==> src/common/tcofc_pkg.sv <==
// constants and carrier types for the channel-3 override, counter and flag-clear block
`default_nettype none
package tcofc_pkg;
    localparam int ADDR_W = 5;
    localparam logic [4:0] OFF_MODE = 5'h00;
    localparam logic [4:0] OFF_MASK = 5'h02;
    localparam logic [4:0] OFF_DATA = 5'h03;
    localparam logic [4:0] OFF_CNT_HI = 5'h04;
    localparam logic [4:0] OFF_CNT_LO = 5'h05;
    localparam logic [4:0] OFF_SCTL = 5'h06;
    localparam logic [4:0] OFF_CHFLG = 5'h0E;
    localparam logic [4:0] OFF_OVFLG = 5'h0F;
    localparam logic [4:0] OFF_CHAN_BASE = 5'h10;
    localparam logic [4:0] OFF_PAFLG = 5'h19;
    localparam logic [4:0] OFF_PACNT_HI = 5'h1A;
    localparam logic [4:0] OFF_PACNT_LO = 5'h1B;
    localparam logic [4:0] OFF_PORT = 5'h1D;
    localparam logic [4:0] OFF_DDR = 5'h1E;
    localparam int BIT_RUN = 7;
    localparam int BIT_FAST = 4;
    localparam int BIT_OVF = 7;
    localparam int BIT_PULSE_ACC_OVERFLOW_FLAG = 1;
    localparam int BIT_PULSE_ACC_INPUT_FLAG = 0;
    localparam logic [3:0] RST_NIB = 4'h0;
    localparam logic [7:0] RST_BYTE = 8'h00;
    localparam logic [15:0] RST_CNT = 16'h0000;

    typedef struct packed {
        logic [ADDR_W-1:0] addr;
        logic wr;
        logic rd;
        logic word;
        logic [15:0] wdata;
    } tcofc_req_t;
endpackage
`default_nettype wire

==> src/logic/tcofc_top.sv <==
// channel-3 output-compare override, free-running counter and fast flag clearing
//
// Overview of operation
// - set mask bit makes its pin an output while channel is output-compare.
// - mask bits never alter the stored data direction bits.
// - channel-3 compare copies masked data bits into the port data register.
// - channel-3 masked actions win over simultaneous channel 2..0 compare actions.
// - counter reads return the count; writes only act in test mode.
// - counter write takes precedence over a tick, delaying the first count.
// - run enable bit 7 runs timer; cleared, counter and events stop.
// - fast clear bit 4 selects fast clearing for all three flag registers.
// - fast clear: capture read or compare write clears that channel flag.
// - fast clear: any counter byte access clears the overflow flag.
// - fast clear: pulse-accumulator counter access clears both accumulator flags.
// - writing ones clears flags only while fast clearing is off.
// - mode bit set selects output compare, cleared selects input capture.
`timescale 1ns/10ps
`default_nettype none
module tcofc_top (
    // clock and reset
    input wire logic REF_CLK,
    input wire logic RST,
    // register port
    input wire tcofc_pkg::tcofc_req_t REQ,
    output logic [15:0] RDATA,
    // timer core events
    input wire logic TEST_MODE,
    input wire logic PRESCALE_TICK,
    input wire logic CH3_MATCH,
    input wire logic [2:0] CMP_ACT,
    input wire logic [2:0] CMP_LEVEL,
    input wire logic [3:0] CH_EVENT,
    input wire logic PA_OVF_EVENT,
    input wire logic PA_IN_EVENT,
    // flags
    output logic [3:0] CH_FLAGS,
    output logic OVF_FLAG,
    output logic [1:0] PA_FLAGS,
    // timer port pins
    input wire logic [3:0] TP_IN,
    output logic [3:0] TP_OUT,
    output logic [3:0] TP_OE
);
    import tcofc_pkg::*;

    // ************************************************************
    // register state
    // ************************************************************
    logic [3:0] channel_mode_select;
    logic [3:0] ch3_override_mask_bits;
    logic [3:0] ch3_override_data_bits;
    logic [15:0] count_value;
    logic timer_run_enable;
    logic fast_flag_clear_select;
    logic [3:0] port_data;
    logic [3:0] port_ddr;

    function automatic logic hit(input tcofc_req_t r, input logic [4:0] a);
        hit = (r.wr || r.rd) && (r.addr == a);
    endfunction

    logic acc;
    logic [1:0] chan_sel;
    logic cnt_acc, pacnt_acc, chan_acc;
    logic wr_hi, wr_lo;
    assign acc = REQ.wr || REQ.rd;
    assign chan_sel = REQ.addr[2:1];
    assign chan_acc = acc && (REQ.addr[4:3] == OFF_CHAN_BASE[4:3]);
    assign cnt_acc = hit(REQ, OFF_CNT_HI) || hit(REQ, OFF_CNT_LO);
    assign pacnt_acc = hit(REQ, OFF_PACNT_HI) || hit(REQ, OFF_PACNT_LO);
    assign wr_hi = REQ.wr && REQ.addr == OFF_CNT_HI;
    assign wr_lo = REQ.wr && (REQ.addr == OFF_CNT_LO || (REQ.word && REQ.addr == OFF_CNT_HI));

    always_ff @(posedge REF_CLK or posedge RST) begin
        if (RST) begin
            channel_mode_select <= RST_NIB;
            ch3_override_mask_bits <= RST_NIB;
            ch3_override_data_bits <= RST_NIB;
            port_ddr <= RST_NIB;
            timer_run_enable <= 1'b0;
            fast_flag_clear_select <= 1'b0;
        end else if (REQ.wr) begin
            case (REQ.addr)
                OFF_MODE: channel_mode_select <= REQ.wdata[3:0];
                OFF_MASK: ch3_override_mask_bits <= REQ.wdata[3:0];
                OFF_DATA: ch3_override_data_bits <= REQ.wdata[3:0];
                OFF_DDR: port_ddr <= REQ.wdata[3:0];
                OFF_SCTL: begin
                    timer_run_enable <= REQ.wdata[BIT_RUN];
                    fast_flag_clear_select <= REQ.wdata[BIT_FAST];
                end
                default: ;
            endcase
        end
    end

    // ************************************************************
    // free-running counter
    // ************************************************************
    logic wrap;
    assign wrap = timer_run_enable && PRESCALE_TICK && (count_value == 16'hFFFF);

    always_ff @(posedge REF_CLK or posedge RST) begin
        if (RST) begin
            count_value <= RST_CNT;
        end else if (TEST_MODE && (wr_hi || wr_lo)) begin
            // a write wins over a tick landing in the same cycle
            if (wr_hi) begin
                count_value[15:8] <= REQ.word ? REQ.wdata[15:8] : REQ.wdata[7:0];
            end
            if (wr_lo) begin
                count_value[7:0] <= REQ.wdata[7:0];
            end
        end else if (timer_run_enable && PRESCALE_TICK) begin
            count_value <= count_value + 16'h0001;
        end
    end

    // ************************************************************
    // flags
    // ************************************************************
    logic [3:0] ch_clr;
    logic ovf_clr;
    logic pa_clr_ovf, pa_clr_in;
    always_comb begin
        ch_clr = 4'h0;
        ovf_clr = 1'b0;
        pa_clr_ovf = 1'b0;
        pa_clr_in = 1'b0;
        if (fast_flag_clear_select) begin
            if (chan_acc && ((REQ.rd && !channel_mode_select[chan_sel])
                    || (REQ.wr && channel_mode_select[chan_sel]))) begin
                ch_clr[chan_sel] = 1'b1;
            end
            ovf_clr = cnt_acc;
            pa_clr_ovf = pacnt_acc;
            pa_clr_in = pacnt_acc;
        end else if (REQ.wr) begin
            if (REQ.addr == OFF_CHFLG) ch_clr = REQ.wdata[3:0];
            if (REQ.addr == OFF_OVFLG) ovf_clr = REQ.wdata[BIT_OVF];
            if (REQ.addr == OFF_PAFLG) begin
                pa_clr_ovf = REQ.wdata[BIT_PULSE_ACC_OVERFLOW_FLAG];
                pa_clr_in = REQ.wdata[BIT_PULSE_ACC_INPUT_FLAG];
            end
        end
    end

    // a set arriving with its clear wins
    always_ff @(posedge REF_CLK or posedge RST) begin
        if (RST) begin
            CH_FLAGS <= RST_NIB;
            OVF_FLAG <= 1'b0;
            PA_FLAGS <= 2'b00;
        end else begin
            CH_FLAGS <= (CH_FLAGS & ~ch_clr) | (CH_EVENT & {4{timer_run_enable}});
            OVF_FLAG <= (OVF_FLAG & ~ovf_clr) | wrap;
            PA_FLAGS[BIT_PULSE_ACC_OVERFLOW_FLAG] <= (PA_FLAGS[BIT_PULSE_ACC_OVERFLOW_FLAG] & ~pa_clr_ovf)
                | (PA_OVF_EVENT & timer_run_enable);
            PA_FLAGS[BIT_PULSE_ACC_INPUT_FLAG] <= (PA_FLAGS[BIT_PULSE_ACC_INPUT_FLAG] & ~pa_clr_in)
                | (PA_IN_EVENT & timer_run_enable);
        end
    end

    // ************************************************************
    // port data and pin direction
    // ************************************************************
    logic [3:0] next_port;
    logic ch3_fire;
    assign ch3_fire = timer_run_enable && CH3_MATCH && channel_mode_select[3];
    always_comb begin
        next_port = port_data;
        if (REQ.wr && REQ.addr == OFF_PORT) begin
            next_port = REQ.wdata[3:0];
        end
        for (int i = 0; i < 3; i++) begin
            if (timer_run_enable && CMP_ACT[i] && channel_mode_select[i]) begin
                next_port[i] = CMP_LEVEL[i];
            end
        end
        if (ch3_fire) begin
            // applied last so it overrides channels 2..0
            next_port = (next_port & ~ch3_override_mask_bits)
                | (ch3_override_data_bits & ch3_override_mask_bits);
        end
    end

    always_ff @(posedge REF_CLK or posedge RST) begin
        if (RST) begin
            port_data <= RST_NIB;
            TP_OUT <= RST_NIB;
            TP_OE <= RST_NIB;
        end else begin
            port_data <= next_port;
            TP_OUT <= next_port;
            TP_OE <= port_ddr | (ch3_override_mask_bits & channel_mode_select);
        end
    end

    // ************************************************************
    // read data
    // ************************************************************
    always_ff @(posedge REF_CLK or posedge RST) begin
        if (RST) begin
            RDATA <= 16'h0000;
        end else if (REQ.rd) begin
            unique case (REQ.addr)
                OFF_MODE: RDATA <= {12'h000, channel_mode_select};
                OFF_MASK: RDATA <= {12'h000, ch3_override_mask_bits};
                OFF_DATA: RDATA <= {12'h000, ch3_override_data_bits};
                OFF_CNT_HI: RDATA <= REQ.word ? count_value : {8'h00, count_value[15:8]};
                OFF_CNT_LO: RDATA <= {8'h00, count_value[7:0]};
                OFF_SCTL: RDATA <= {8'h00, timer_run_enable, 2'b00, fast_flag_clear_select, 4'h0};
                OFF_CHFLG: RDATA <= {12'h000, CH_FLAGS};
                OFF_OVFLG: RDATA <= {8'h00, OVF_FLAG, 7'h00};
                OFF_PAFLG: RDATA <= {14'h0000, PA_FLAGS};
                OFF_PORT: RDATA <= {12'h000, TP_IN};
                OFF_DDR: RDATA <= {12'h000, port_ddr};
                default: RDATA <= 16'h0000;
            endcase
        end
    end
endmodule // tcofc_top
`default_nettype wire

==> config.mk <==
export PLATFORM = sky130hd
export DESIGN_NAME = tcofc_top
export DESIGN_NICKNAME = d
export VERILOG_FILES = /design/src/common/tcofc_pkg.sv /design/src/logic/tcofc_top.sv
export SDC_FILE = /design/constraint.sdc
export NUM_CORES = 1
export LEC_CHECK = 0
export ABC_AREA = 1
export ABC_CLOCK_PERIOD_IN_PS = 1780
export BUFFER_PORTS_ARGS = -buffer_cell sky130_fd_sc_hd__buf_2
export CAP_MARGIN = 10
export CORE_MARGIN = 2
export CORE_UTILIZATION = 51
export CTS_CLUSTER_DIAMETER = 40
export DETAILED_ROUTE_END_ITERATION = 10
export GPL_ROUTABILITY_DRIVEN = 0
export PLACE_DENSITY = 0.81
export SLEW_MARGIN = 10
export SYNTH_ARGS = -nofsm -noshare
export SYNTH_HDL_FRONTEND = slang
export SYNTH_SLANG_ARGS = --single-unit
==> constraint.sdc <==
create_clock -name REF_CLK -period 1.78 [get_ports REF_CLK]
set_input_delay 0.178 -clock REF_CLK [delete_from_list [all_inputs] [get_ports REF_CLK]]
set_output_delay 0.178 -clock REF_CLK [all_outputs]
set_load 0.01 [all_outputs]
==> results_dict.tcl <==
set metrics [dict create \
    reg2reg_slack_ps 220 \
    dieWidth_um 92.5 \
    drtIter0Drc 304 \
    grt_max_degree 66 \
    crit_top_cell "nand2_1" \
    clk_path_buf_depth 2 \
    rsz0062_at_grt "false" \
    placed_cells 762 \
    wl_per_cell_um 15.0 \
    cts_num_sinks 65 \
    period_minus_slack_ps 1560 \
    critPathMaxStageDelay_ps 420 \
    seqPwrFrac_pct 46.0 \
    cts_root_buf "clkbuf_8" \
    drv_slew 0 \
    grt_antenna_before_repair 0 \
    cts-buffers-inserted 9 \
    setup_tns_ps 0 \
    end_kind "register" \
    yosys_register_bits 65 \
    rows 32 \
    syn_inst 594 \
    cp-start-kind "register" \
    crit_type "register to register" \
    firstDrtPassIters 5 \
    start_util_pct 52.3 \
    pin_count 76 \
    yosysUniqueCellTypes 31 \
    period_share_pct 87.5 \
    cts_tree "done" \
    grt_use_total_pct 29.3 \
    viasPerCell 5.53 \
    drc 0 \
    htree_levels 3 \
    num_vias 4306 \
    layout_commonest_cell "nand2_1" \
    grt.overflow.total 0 \
    multi_input_area_um2 2060 \
    drive_gt1_share_pct 16.4 \
    fmax_mhz 642 \
    report.final.hold_viol_count 0 \
    syn_avg_cell_area_um2 6.73 \
    p_leak_nw 2.52 \
    setup_viol 0 \
    grt_pass1_wl_um 19600 \
    antenna_left 0 \
    internal-power_mw 2.86 \
    diodes 0 \
    power.share.clock_pct 22.3 \
    maxSlewHeadroom_pct 58.2 \
    num-fill-cells 702 \
    stdcell_count 779 \
    outcome "completed" \
    ir_worst_vdd_mv 0.525 \
    seq_area_um2 1630 \
    port_buffers 75 \
    fin_skew_ps 10.6 \
    die-area_um2 8560 \
    crit_fanout 5 \
    pre_cts_ws_ps 183 \
    synth_area_um2 4000 \
    critical_path.cell_chain "ha_1 > nand2_1 > nor2_1 > xor2_1 > nand2_1 > o211ai_1 > nand2_1" \
    cap_violations 0 \
    dieHeight_um 92.5 \
    synth_edf_count 0 \
    crit_family "simple AND/OR/NAND/NOR gates" \
    finalNetCount 718 \
    core_area_um2 7650 \
    area_growth_pct 16.1 \
    cp.arrival_ps 1790 \
    async_reset_ff_share_pct 100 \
    setup_slack_ps 222 \
    mostFrequentLayoutCells "nand2_1 (218), buf_2 (75), dfrtp_1 (65)" \
    clock_latency_ps 350 \
    critPathSlowestCell "dfrtp_1" \
    dp_hpwl_um 8840 \
    hold_path.class "input pin to register" \
    yosysSeqAreaShare_pct 40.7 \
    ys.flop_type "dfrtp_1" \
    pwr-share-comb_pct 31.8 \
    first_global_vias 4077 \
    switchingPower_mw 1.94 \
    clk_pin_slew_ps 70 \
    cp.required_ps 2010 \
    yosys_warnings 0 \
    critPathBufInv 0 \
    routed_wl_um 11700 \
    syn-num-nets 640 \
    post_cts_buffers 0 \
    power_density_nw_per_um2 1030 \
    tightest_slew_ps 626 \
    sw_frac_of_total_pct 40.3 \
]
==> per-stage QoR <==
stage	instance area, um^2	total power, mW	hold slack (ps)	util (%)
global route	4640	5.14	26.9	60.7
detailed placement	4480	3.71	305	58.5
floorplan	4000	3.15	295	-
global placement	4480	3.65	294	58.5
CTS	4640	4.78	23.7	60.7
finish	4640	4.80	28.3	60.7
==> path summary, 6_finish.rpt <==
check,startpoint,to,cells past startpoint
worst max register to register,count_value[0]$_DFFE_PP0P_,count_value[6]$_DFFE_PP0P_,7
min in group asynchronous,RST,count_value[1]$_DFFE_PP0P_,4
worst max-delay path,count_value[0]$_DFFE_PP0P_,count_value[6]$_DFFE_PP0P_,7
worst min register to register,RDATA[12]$_DFFE_PP0P_,RDATA[12]$_DFFE_PP0P_,2
worst min-delay path,CH_EVENT[2],CH_FLAGS[2]$_DFF_PP0_,3
max in group asynchronous,RST,RDATA[15]$_DFFE_PP0P_,4
==> flip-flops by register name, indices dropped and copies added (netlist names), 2 cells and up <==
signal and count:
RDATA 16, count_value 16, CH_FLAGS 4, TP_OE 4
ch3_override_data_bits 4, ch3_override_mask_bits 4, channel_mode_select 4, port_data 4
port_ddr 4, PA_FLAGS 2
==> routing by layer <==
layer	wire, um	track usage [%]
met2	5440	47.3
met5	0	0
met3	1050	5.86
met1	4760	38.3
met4	436	12.7
==> cells in the mapped netlist, types with 2 or more instances <==
library cell | instances | area share (%)
buf_4 | 5 | 0.94
nand2_4 | 4 | 1.1
a31oi_1 | 3 | 0.47
dfrtp_1 | 65 | 41
nand2_1 | 218 | 20
nor2_1 | 64 | 6.0
o21ai_1 | 4 | 0.50
clkbuf_1 | 5 | 0.47
o41ai_1 | 8 | 1.8
nand4_1 | 7 | 1.1
xor2_1 | 2 | 0.44
nor2_2 | 4 | 0.63
nor3_1 | 6 | 0.75
buf_2 | 5 | 0.63
nand3_1 | 48 | 6.0
o211ai_1 | 4 | 0.75
o21ai_0 | 55 | 6.9
inv_1 | 58 | 5.4
nor2_4 | 2 | 0.56
a21oi_1 | 16 | 2.0
==> layout make-up <==
| cell class | instances | share of cell area [%] |
|---|---|---|
| clock inverter | 4 | 0.431 |
| multi-input combinational | 454 | 44.3 |
| clock buffer | 12 | 2.91 |
| timing repair buffer | 83 | 9.70 |
| sequential | 65 | 35.0 |
| tap | 102 | 2.75 |
| inverter | 59 | 4.85 |
==> power by group through the flow <==
stage,Sequential (mW),Clock [mW],Combinational (mW)
6_report,2.21,1.07,1.52
5_1_grt,2.25,1.15,1.74
4_1_cts,2.19,1.08,1.51
3_5_place_dp,2.21,0,1.50
3_3_place_gp,2.20,0,1.46
2_1_floorplan,2.16,0,0.993
==> what timing repair did <==
item / in CTS / in global routing
hold buffers: 1 / 0
hold endpoints to repair: 65 / 0
gates resized for setup: 0 / 0
==> worst min-delay path: cells and delay by family <==
family	cells	cell delay [ps]
simple gates	2	90
buf+inv	1	80
==> cell families (layout without fill, tap and decap cells) <==
| logic type | Yosys count | in the layout | synth area share, % |
|---|---|---|---|
| DFF | 65 | 65 | 40.7 |
| buffers and inverters | 75 | 158 | 7.86 |
| and+or+nand+nor | 356 | 356 | 37.2 |
| xor gates and xnor gates | 3 | 3 | 0.657 |
| adders and majority gates | 1 | 1 | 0.313 |
| AOI/OAI and AO/OA | 94 | 94 | 13.3 |
No activity file was read; power rests on OpenSTA's default activity.
